$ cat src/rtl/sfelu_regs.svh
`ifndef SFELU_REGS_SVH
`define SFELU_REGS_SVH

// register file geometry
`define SFELU_NUM_GPR      16
`define SFELU_GPR_W        64
`define SFELU_DWORD_W      32
`define SFELU_IDX_W        4
// register indices of the two frame pointers
`define SFELU_IDX_STACK    4'h4
`define SFELU_IDX_FRAME    4'h5
// operand widths
`define SFELU_DEPTH_W      5
`define SFELU_STORE_W      16
// one doubleword stack slot, in bytes
`define SFELU_DWORD_BYTES  32'h00000004
// reset value of every general-purpose register
`define SFELU_GPR_RST      64'h0000000000000000

`endif

$ cat src/rtl/sfelu_pkg.sv
package sfelu_pkg;

   typedef enum logic
   {
      SFELU_OP_ENTER = 1'b0,
      SFELU_OP_LEAVE = 1'b1
   } sfelu_op_t;

   typedef enum logic [2:0]
   {
      SFELU_ST_IDLE    = 3'b000,
      SFELU_ST_SAVE_FB = 3'b001,
      SFELU_ST_FETCH   = 3'b010,
      SFELU_ST_COPY    = 3'b011,
      SFELU_ST_PUSH_FR = 3'b100,
      SFELU_ST_COMMIT  = 3'b101,
      SFELU_ST_RELEASE = 3'b110,
      SFELU_ST_POP     = 3'b111
   } sfelu_state_t;

   typedef struct packed
   {
      sfelu_op_t   op;
      logic [4:0]  depth;
      logic [15:0] storage;
   } sfelu_cmd_t;

   typedef struct packed
   {
      logic        req;
      logic        we;
      logic [31:0] addr;
      logic [31:0] wdata;
   } sfelu_mem_t;

   typedef struct packed
   {
      logic        en;
      logic        register_extension_prefix;
      logic        wide;
      logic [3:0]  idx;
      logic [63:0] data;
   } sfelu_gpr_wr_t;

endpackage

$ cat src/rtl/sfelu_top.sv
`timescale 1ns/1ps
`include "sfelu_regs.svh"

module sfelu_top
(
   input  wire logic                   ref_clk,
   input  wire logic                   rstn,
   input  wire logic                   start,
   input  wire sfelu_pkg::sfelu_cmd_t  cmd,
   input  wire logic                   mode64,
   input  wire sfelu_pkg::sfelu_gpr_wr_t gpr_wr,
   input  wire logic [3:0]             rd_idx,
   input  wire logic                   rd_prefix,
   input  wire logic                   mem_ack,
   input  wire logic [31:0]            mem_rdata,
   output sfelu_pkg::sfelu_mem_t       mem,
   output logic [63:0]                 rd_data,
   output logic                        busy,
   output logic                        done
);
   import sfelu_pkg::*;

   logic [63:0]  gpr_reg [`SFELU_NUM_GPR];
   sfelu_state_t state_reg;
   sfelu_cmd_t   cmd_reg;
   sfelu_mem_t   mem_reg;
   logic [4:0]   cnt_reg;
   logic [31:0]  walk_reg;
   logic [31:0]  latched_frame_value_reg;
   logic [63:0]  rd_data_reg;
   logic         busy_reg;
   logic         done_reg;
   logic [31:0]  sp_cur;
   logic [31:0]  fb_cur;
   logic         step_ok;

   // upper eight registers only decode in 64-bit mode with the prefix present
   function automatic logic [3:0] eff_idx(input logic [3:0] idx, input logic pfx,
                                          input logic m64);
      eff_idx = {idx[3] & pfx & m64, idx[2:0]};
   endfunction

   assign sp_cur  = gpr_reg[`SFELU_IDX_STACK][31:0];
   assign fb_cur  = gpr_reg[`SFELU_IDX_FRAME][31:0];
   assign step_ok = mem_reg.req & mem_ack;

   // register file; stack pointer moves on each completed push or pop, not on display fetch reads
   always_ff @(posedge ref_clk or negedge rstn)
   begin
      if (!rstn)
      begin
         for (int i = 0; i < `SFELU_NUM_GPR; i++)
            gpr_reg[i] <= `SFELU_GPR_RST;
      end
      else
      begin
         // software writes are held off while a frame operation owns the pointers
         if (gpr_wr.en && !busy_reg)
         begin
            if (mode64 && gpr_wr.register_extension_prefix && gpr_wr.wide)
               gpr_reg[eff_idx(gpr_wr.idx, gpr_wr.register_extension_prefix, mode64)]
                  <= gpr_wr.data;
            else
               gpr_reg[eff_idx(gpr_wr.idx, gpr_wr.register_extension_prefix, mode64)]
                  <= {32'h00000000, gpr_wr.data[31:0]};
         end
         unique case (state_reg)
            SFELU_ST_IDLE, SFELU_ST_FETCH:
            begin
            end
            SFELU_ST_SAVE_FB, SFELU_ST_COPY, SFELU_ST_PUSH_FR:
               if (step_ok)
                  gpr_reg[`SFELU_IDX_STACK] <= {32'h00000000, sp_cur - `SFELU_DWORD_BYTES};
            SFELU_ST_COMMIT:
               if (cmd_reg.op == SFELU_OP_ENTER)
               begin
                  gpr_reg[`SFELU_IDX_FRAME] <= {32'h00000000, latched_frame_value_reg};
                  gpr_reg[`SFELU_IDX_STACK] <= {32'h00000000, sp_cur - {16'h0000, cmd_reg.storage}};
               end
            SFELU_ST_RELEASE:
               gpr_reg[`SFELU_IDX_STACK] <= {32'h00000000, fb_cur};
            SFELU_ST_POP:
               if (step_ok)
               begin
                  gpr_reg[`SFELU_IDX_FRAME] <= {32'h00000000, mem_rdata};
                  gpr_reg[`SFELU_IDX_STACK] <= {32'h00000000, sp_cur + `SFELU_DWORD_BYTES};
               end
         endcase
      end
   end

   always_ff @(posedge ref_clk or negedge rstn)
   begin
      if (!rstn)
         rd_data_reg <= `SFELU_GPR_RST;
      else
         rd_data_reg <= gpr_reg[eff_idx(rd_idx, rd_prefix, mode64)];
   end

   // sequencer: one memory access outstanding at a time, held until acknowledged
   always_ff @(posedge ref_clk or negedge rstn)
   begin
      if (!rstn)
      begin
         state_reg               <= SFELU_ST_IDLE;
         cmd_reg                 <= '0;
         mem_reg                 <= '0;
         cnt_reg                 <= 5'h00;
         walk_reg                <= 32'h00000000;
         latched_frame_value_reg <= 32'h00000000;
         busy_reg                <= 1'b0;
         done_reg                <= 1'b0;
      end
      else
      begin
         done_reg <= 1'b0;
         unique case (state_reg)
            SFELU_ST_IDLE:
            begin
               if (start)
               begin
                  cmd_reg  <= cmd;
                  busy_reg <= 1'b1;
                  cnt_reg  <= cmd.depth - 5'h01;
                  walk_reg <= fb_cur;
                  if (cmd.op == SFELU_OP_ENTER)
                  begin
                     state_reg <= SFELU_ST_SAVE_FB;
                     mem_reg   <= '{req: 1'b1, we: 1'b1, addr: sp_cur - `SFELU_DWORD_BYTES,
                                    wdata: fb_cur};
                  end
                  else
                  begin
                     state_reg <= SFELU_ST_RELEASE;
                  end
               end
            end
            SFELU_ST_SAVE_FB:
            begin
               if (step_ok)
               begin
                  latched_frame_value_reg <= sp_cur - `SFELU_DWORD_BYTES;
                  if (cmd_reg.depth == 5'h00)
                  begin
                     mem_reg   <= '0;
                     state_reg <= SFELU_ST_COMMIT;
                  end
                  else if (cmd_reg.depth == 5'h01)
                  begin
                     // nothing to copy at the outermost level
                     mem_reg   <= '{req: 1'b1, we: 1'b1, addr: sp_cur - 32'h00000008,
                                    wdata: sp_cur - `SFELU_DWORD_BYTES};
                     state_reg <= SFELU_ST_PUSH_FR;
                  end
                  else
                  begin
                     walk_reg  <= walk_reg - `SFELU_DWORD_BYTES;
                     mem_reg   <= '{req: 1'b1, we: 1'b0, addr: walk_reg - `SFELU_DWORD_BYTES,
                                    wdata: 32'h00000000};
                     state_reg <= SFELU_ST_FETCH;
                  end
               end
            end
            SFELU_ST_FETCH:
               if (step_ok)
               begin
                  mem_reg   <= '{req: 1'b1, we: 1'b1, addr: sp_cur - `SFELU_DWORD_BYTES,
                                 wdata: mem_rdata};
                  state_reg <= SFELU_ST_COPY;
               end
            SFELU_ST_COPY:
            begin
               if (step_ok)
               begin
                  cnt_reg <= cnt_reg - 5'h01;
                  if (cnt_reg == 5'h01)
                  begin
                     mem_reg   <= '{req: 1'b1, we: 1'b1, addr: sp_cur - 32'h00000008,
                                    wdata: latched_frame_value_reg};
                     state_reg <= SFELU_ST_PUSH_FR;
                  end
                  else
                  begin
                     walk_reg  <= walk_reg - `SFELU_DWORD_BYTES;
                     mem_reg   <= '{req: 1'b1, we: 1'b0, addr: walk_reg - `SFELU_DWORD_BYTES,
                                    wdata: 32'h00000000};
                     state_reg <= SFELU_ST_FETCH;
                  end
               end
            end
            SFELU_ST_PUSH_FR:
               if (step_ok)
               begin
                  mem_reg   <= '0;
                  state_reg <= SFELU_ST_COMMIT;
               end
            SFELU_ST_RELEASE:
            begin
               mem_reg   <= '{req: 1'b1, we: 1'b0, addr: fb_cur, wdata: 32'h00000000};
               state_reg <= SFELU_ST_POP;
            end
            SFELU_ST_POP:
            begin
               if (step_ok)
               begin
                  mem_reg   <= '0;
                  state_reg <= SFELU_ST_COMMIT;
               end
            end
            SFELU_ST_COMMIT:
            begin
               // pointers are written on this same edge for enter and in POP for leave, so done never runs ahead
               done_reg  <= 1'b1;
               busy_reg  <= 1'b0;
               state_reg <= SFELU_ST_IDLE;
            end
         endcase
      end
   end

   assign mem     = mem_reg;
   assign rd_data = rd_data_reg;
   assign busy    = busy_reg;
   assign done    = done_reg;

   // helper state for the checks below
   logic [31:0] chk_sp0;
   logic [31:0] chk_fb0;
   logic [5:0]  chk_reads;
   logic [3:0]  chk_widx;
   assign chk_widx = eff_idx(gpr_wr.idx, gpr_wr.register_extension_prefix, mode64);
   always_ff @(posedge ref_clk or negedge rstn)
   begin
      if (!rstn)
      begin
         chk_sp0   <= 32'h00000000;
         chk_fb0   <= 32'h00000000;
         chk_reads <= 6'h00;
      end
      else if (state_reg == SFELU_ST_IDLE && start)
      begin
         chk_sp0   <= sp_cur;
         chk_fb0   <= fb_cur;
         chk_reads <= 6'h00;
      end
      else if (step_ok && !mem_reg.we && state_reg == SFELU_ST_FETCH)
      begin
         chk_reads <= chk_reads + 6'h01;
      end
   end
endmodule // sfelu_top

$ cat config.mk
export PLATFORM = sky130hd
export DESIGN_NAME = sfelu_top
export DESIGN_NICKNAME = d
export VERILOG_FILES = /design/src/rtl/sfelu_pkg.sv /design/src/rtl/sfelu_top.sv
export VERILOG_INCLUDE_DIRS = /design/src /design/src/rtl
export SDC_FILE = /design/constraint.sdc
export NUM_CORES = 2
export LEC_CHECK = 0
export BUFFER_PORTS_ARGS = -buffer_cell sky130_fd_sc_hd__buf_2
export CAP_MARGIN = 20
export CORE_MARGIN = 3
export CORE_UTILIZATION = 45
export DETAILED_ROUTE_END_ITERATION = 10
export GPL_TIMING_DRIVEN = 0
export RECOVER_POWER = 50
export SETUP_SLACK_MARGIN = 0.5
export SYNTH_ARGS = -nofsm -noshare
export SYNTH_HDL_FRONTEND = slang
export SYNTH_SLANG_ARGS = --single-unit
$ cat constraint.sdc
create_clock -name ref_clk -period 8.3 [get_ports ref_clk]
set_input_delay 1.66 -clock ref_clk [delete_from_list [all_inputs] [get_ports ref_clk]]
set_output_delay 1.66 -clock ref_clk [all_outputs]
set_load 0.02 [all_outputs]
==> run_results.csv <==
group,metric,value,unit
worst_setup_path,worstPathArrival,6400,ps
cts,hold_buffers,0,
synth,synth_cell_types,89,
placement,dp_slack,2900,ps
detailed_routing,via_per_inst,6.26,
detailed_routing,drtPass1Iterations,8,
synth,async_flop_share,100,%
die,initial_core_util,45.7,%
layout,nets,5759,
worst_setup_path,path_class,"in2async",
synth,ys_seq_area_share,52.4,%
sta,maxSlewHeadroom,-175,%
global_routing,grt_pass1_vias,47000,
status,violations,"capacitance limit, slew limit",
placement,portBuffers,264,
die,dieArea,137000,um^2
layout,area_delta_synth_final,15.1,%
cts,ctsHtreeMaxLevel,4,
pwr,power,22.7,mW
cts,post-cts-setup-buffers,0,
cts,insertion_delay,800,ps
sta,fmax,0.179,GHz
sta,fin_crit,5590,ps
layout,largest_reg_flops,992,
synth,syn_nets,5306,
die,fp.dieH,370,um
sta,rsz0062_at_grt,"no",
detailed_routing,drt_iter0_drc,5048,
pwr,p_leak,29.8,nW
sta,setup_viol,0,
detailed_routing,vias,46700,
synth,synth-edff-count,0,
worst_hold_path,hold_class,"reg2reg",
sta,fin_ws,2710,ps
pwr,power_density,330,nW/um^2
worst_setup_path,crit_path_start_kind,"input port",
cts,cts_resized,0,
synth,ys_seq_elements,1250,
worst_setup_path,worstPathRequired,9110,ps
global_routing,track_usage,33.4,%
pwr,peakVddDrop,0.000208,V
cts,clockBufferDepth,3,
detailed_routing,wl,229000,um
sta,fin_setup_tns,0,ps
global_routing,antenna_found_initial,9,
sta,finalCritPeriodShare,67.4,%
cts,tritoncts,"yes",
synth,ys.flop_type,"dfrtp_1",
die,io_pins,267,
layout,layout_common_cells,"dfrtp_1 (1250), nand2_1 (721), o21ai_0 (591), clkbuf_1 (526), mux2_2 (456)",
worst_setup_path,end_kind,"async pin",
layout,drive_gt1_share,21.6,%
cts,cts_root_buf,"clkbuf_16",
global_routing,grt_max_degree,169,
sta,finalHoldViolCount,0,
placement,globalplace.congestion,1.01,
layout,fillers,11900,
placement,place_inst,7182,
global_routing,grt_remaining_overflow,0,
worst_setup_path,path_max_fanout,168,
detailed_routing,route.detailed.drc,0,
sta,slew_viol_final,450,
synth,synthCells,5145,
synth,synth_area,59600,um^2
global_routing,grt_pass1_wl,331000,um
die,die_w,370,um
cts,path_clk_slew,60,ps
status,status,"complete, but fails checks",
cts,cts_sinks,1250,
run,drv_cap,3,
die,coreArea,130000,um^2
sta,skew,39.2,ps
layout,finalNonFillerCells,7459,
detailed_routing,wl_per_cell,30.7,um
synth,synth_area_per_cell,11.6,um^2
die,rows,132,
layout,final_common_cell,"dfrtp_1",
sta,worstMarginPinSlew,4120,ps
detailed_routing,ant_nets,0,
cts,cts_buffers,140,
placement,hpwl,169000,um
sta,whs,474,ps
synth,ys_warn_count,0,
-- cells in the mapped netlist (26+ instances only) --
cell type,number,area (um^2)
mux2i_1,53,531
mux4_2,320,7210
nor3_1,61,305
a22oi_1,60,450
a221oi_1,32,280
a21oi_1,165,826
xor2_1,39,342
dfrtp_1,1250,31300
o21ai_0,591,2960
o211ai_1,26,195
clkbuf_1,358,1340
nand3_1,54,270
nand2_1,721,2710
xnor2_1,52,455
inv_1,44,165
mux2_2,456,5130
buf_1,88,330
o21ai_1,56,280
nor4_1,31,194
nor2_1,275,1030
-- cells by family (layout without fill, tap and decap cells) --
logic type / after synthesis / count (layout) / synth area share, %
other: 0 / 6 / 0
AOI/OAI and AO/OA: 1158 / 1158 / 11.5
muxes: 832 / 832 / 21.6
DFF: 1250 / 1250 / 52.4
adders and majority gates: 26 / 26 / 0.558
and+or+nand+nor: 1282 / 1282 / 9.28
buffers and inverters: 505 / 1071 / 3.20
xor gates and xnor gates: 92 / 92 / 1.36
-- power by group --
| group | total [mW] | switching [mW] | leakage (nW) | internal [mW] |
|---|---|---|---|---|
| registers | 8.57 | 1.11 | 16.7 | 7.46 |
| logic | 7.47 | 4.78 | 10.7 | 2.69 |
| clock network | 6.63 | 2.68 | 2.40 | 3.95 |
-- worst max-delay path, stage by stage --
cell	delay (ps)
buf_12	270
clkbuf_2	2790
buf_16	560
buf_16	550
-- path summary, 6_finish.rpt --
| check | from | end | slack, ps | cells after the start |
|---|---|---|---|---|
| worst max-delay path | rstn | gpr_reg[104] | 2710 | 4 |
| worst min-delay path | gpr_reg[865] | gpr_reg[865] | 470 | 2 |
| worst max register to register | state_reg[2] | fb_cur[19] | 3470 | 9 |
| worst min register to register | gpr_reg[865] | gpr_reg[865] | 470 | 2 |
| max in group ref_clk | state_reg[2] | fb_cur[19] | 3470 | 9 |
| min in group asynchronous | rstn | cnt_reg[3] | 780 | 1 |
-- layout make-up --
class | instances | area (um^2) | area share (%)
multi-input cells | 3390 | 26500 | 38.6
repair buffers | 311 | 1850 | 2.70
well taps | 1742 | 2180 | 3.18
diodes | 6 | 15.0 | 0.0219
plain buffers | 458 | 1740 | 2.53
clock buffers | 203 | 4130 | 6.01
inverters | 47 | 176 | 0.257
flip-flops and latches | 1250 | 31300 | 45.6
clock inverters | 52 | 792 | 1.15
-- layer usage --
metal	share of wire [%]	wire length [um]	global-route usage, %
met1	39	90200	43.3
met2	46	106000	52.8
met3	8.3	19100	7.04
met4	6.1	14100	18.1
met5	0.011	25	0
-- per-stage QoR --
| stage | cell area, um^2 | utilization (%) |
|---|---|---|
| detailed placement | 63700 | 48.9 |
| global route | 68600 | 52.6 |
| floorplan | 59600 | - |
| global placement | 63100 | 48.4 |
| CTS | 68700 | 52.6 |
| finish | 68600 | 52.6 |
Power figures use the tool's default switching activity.
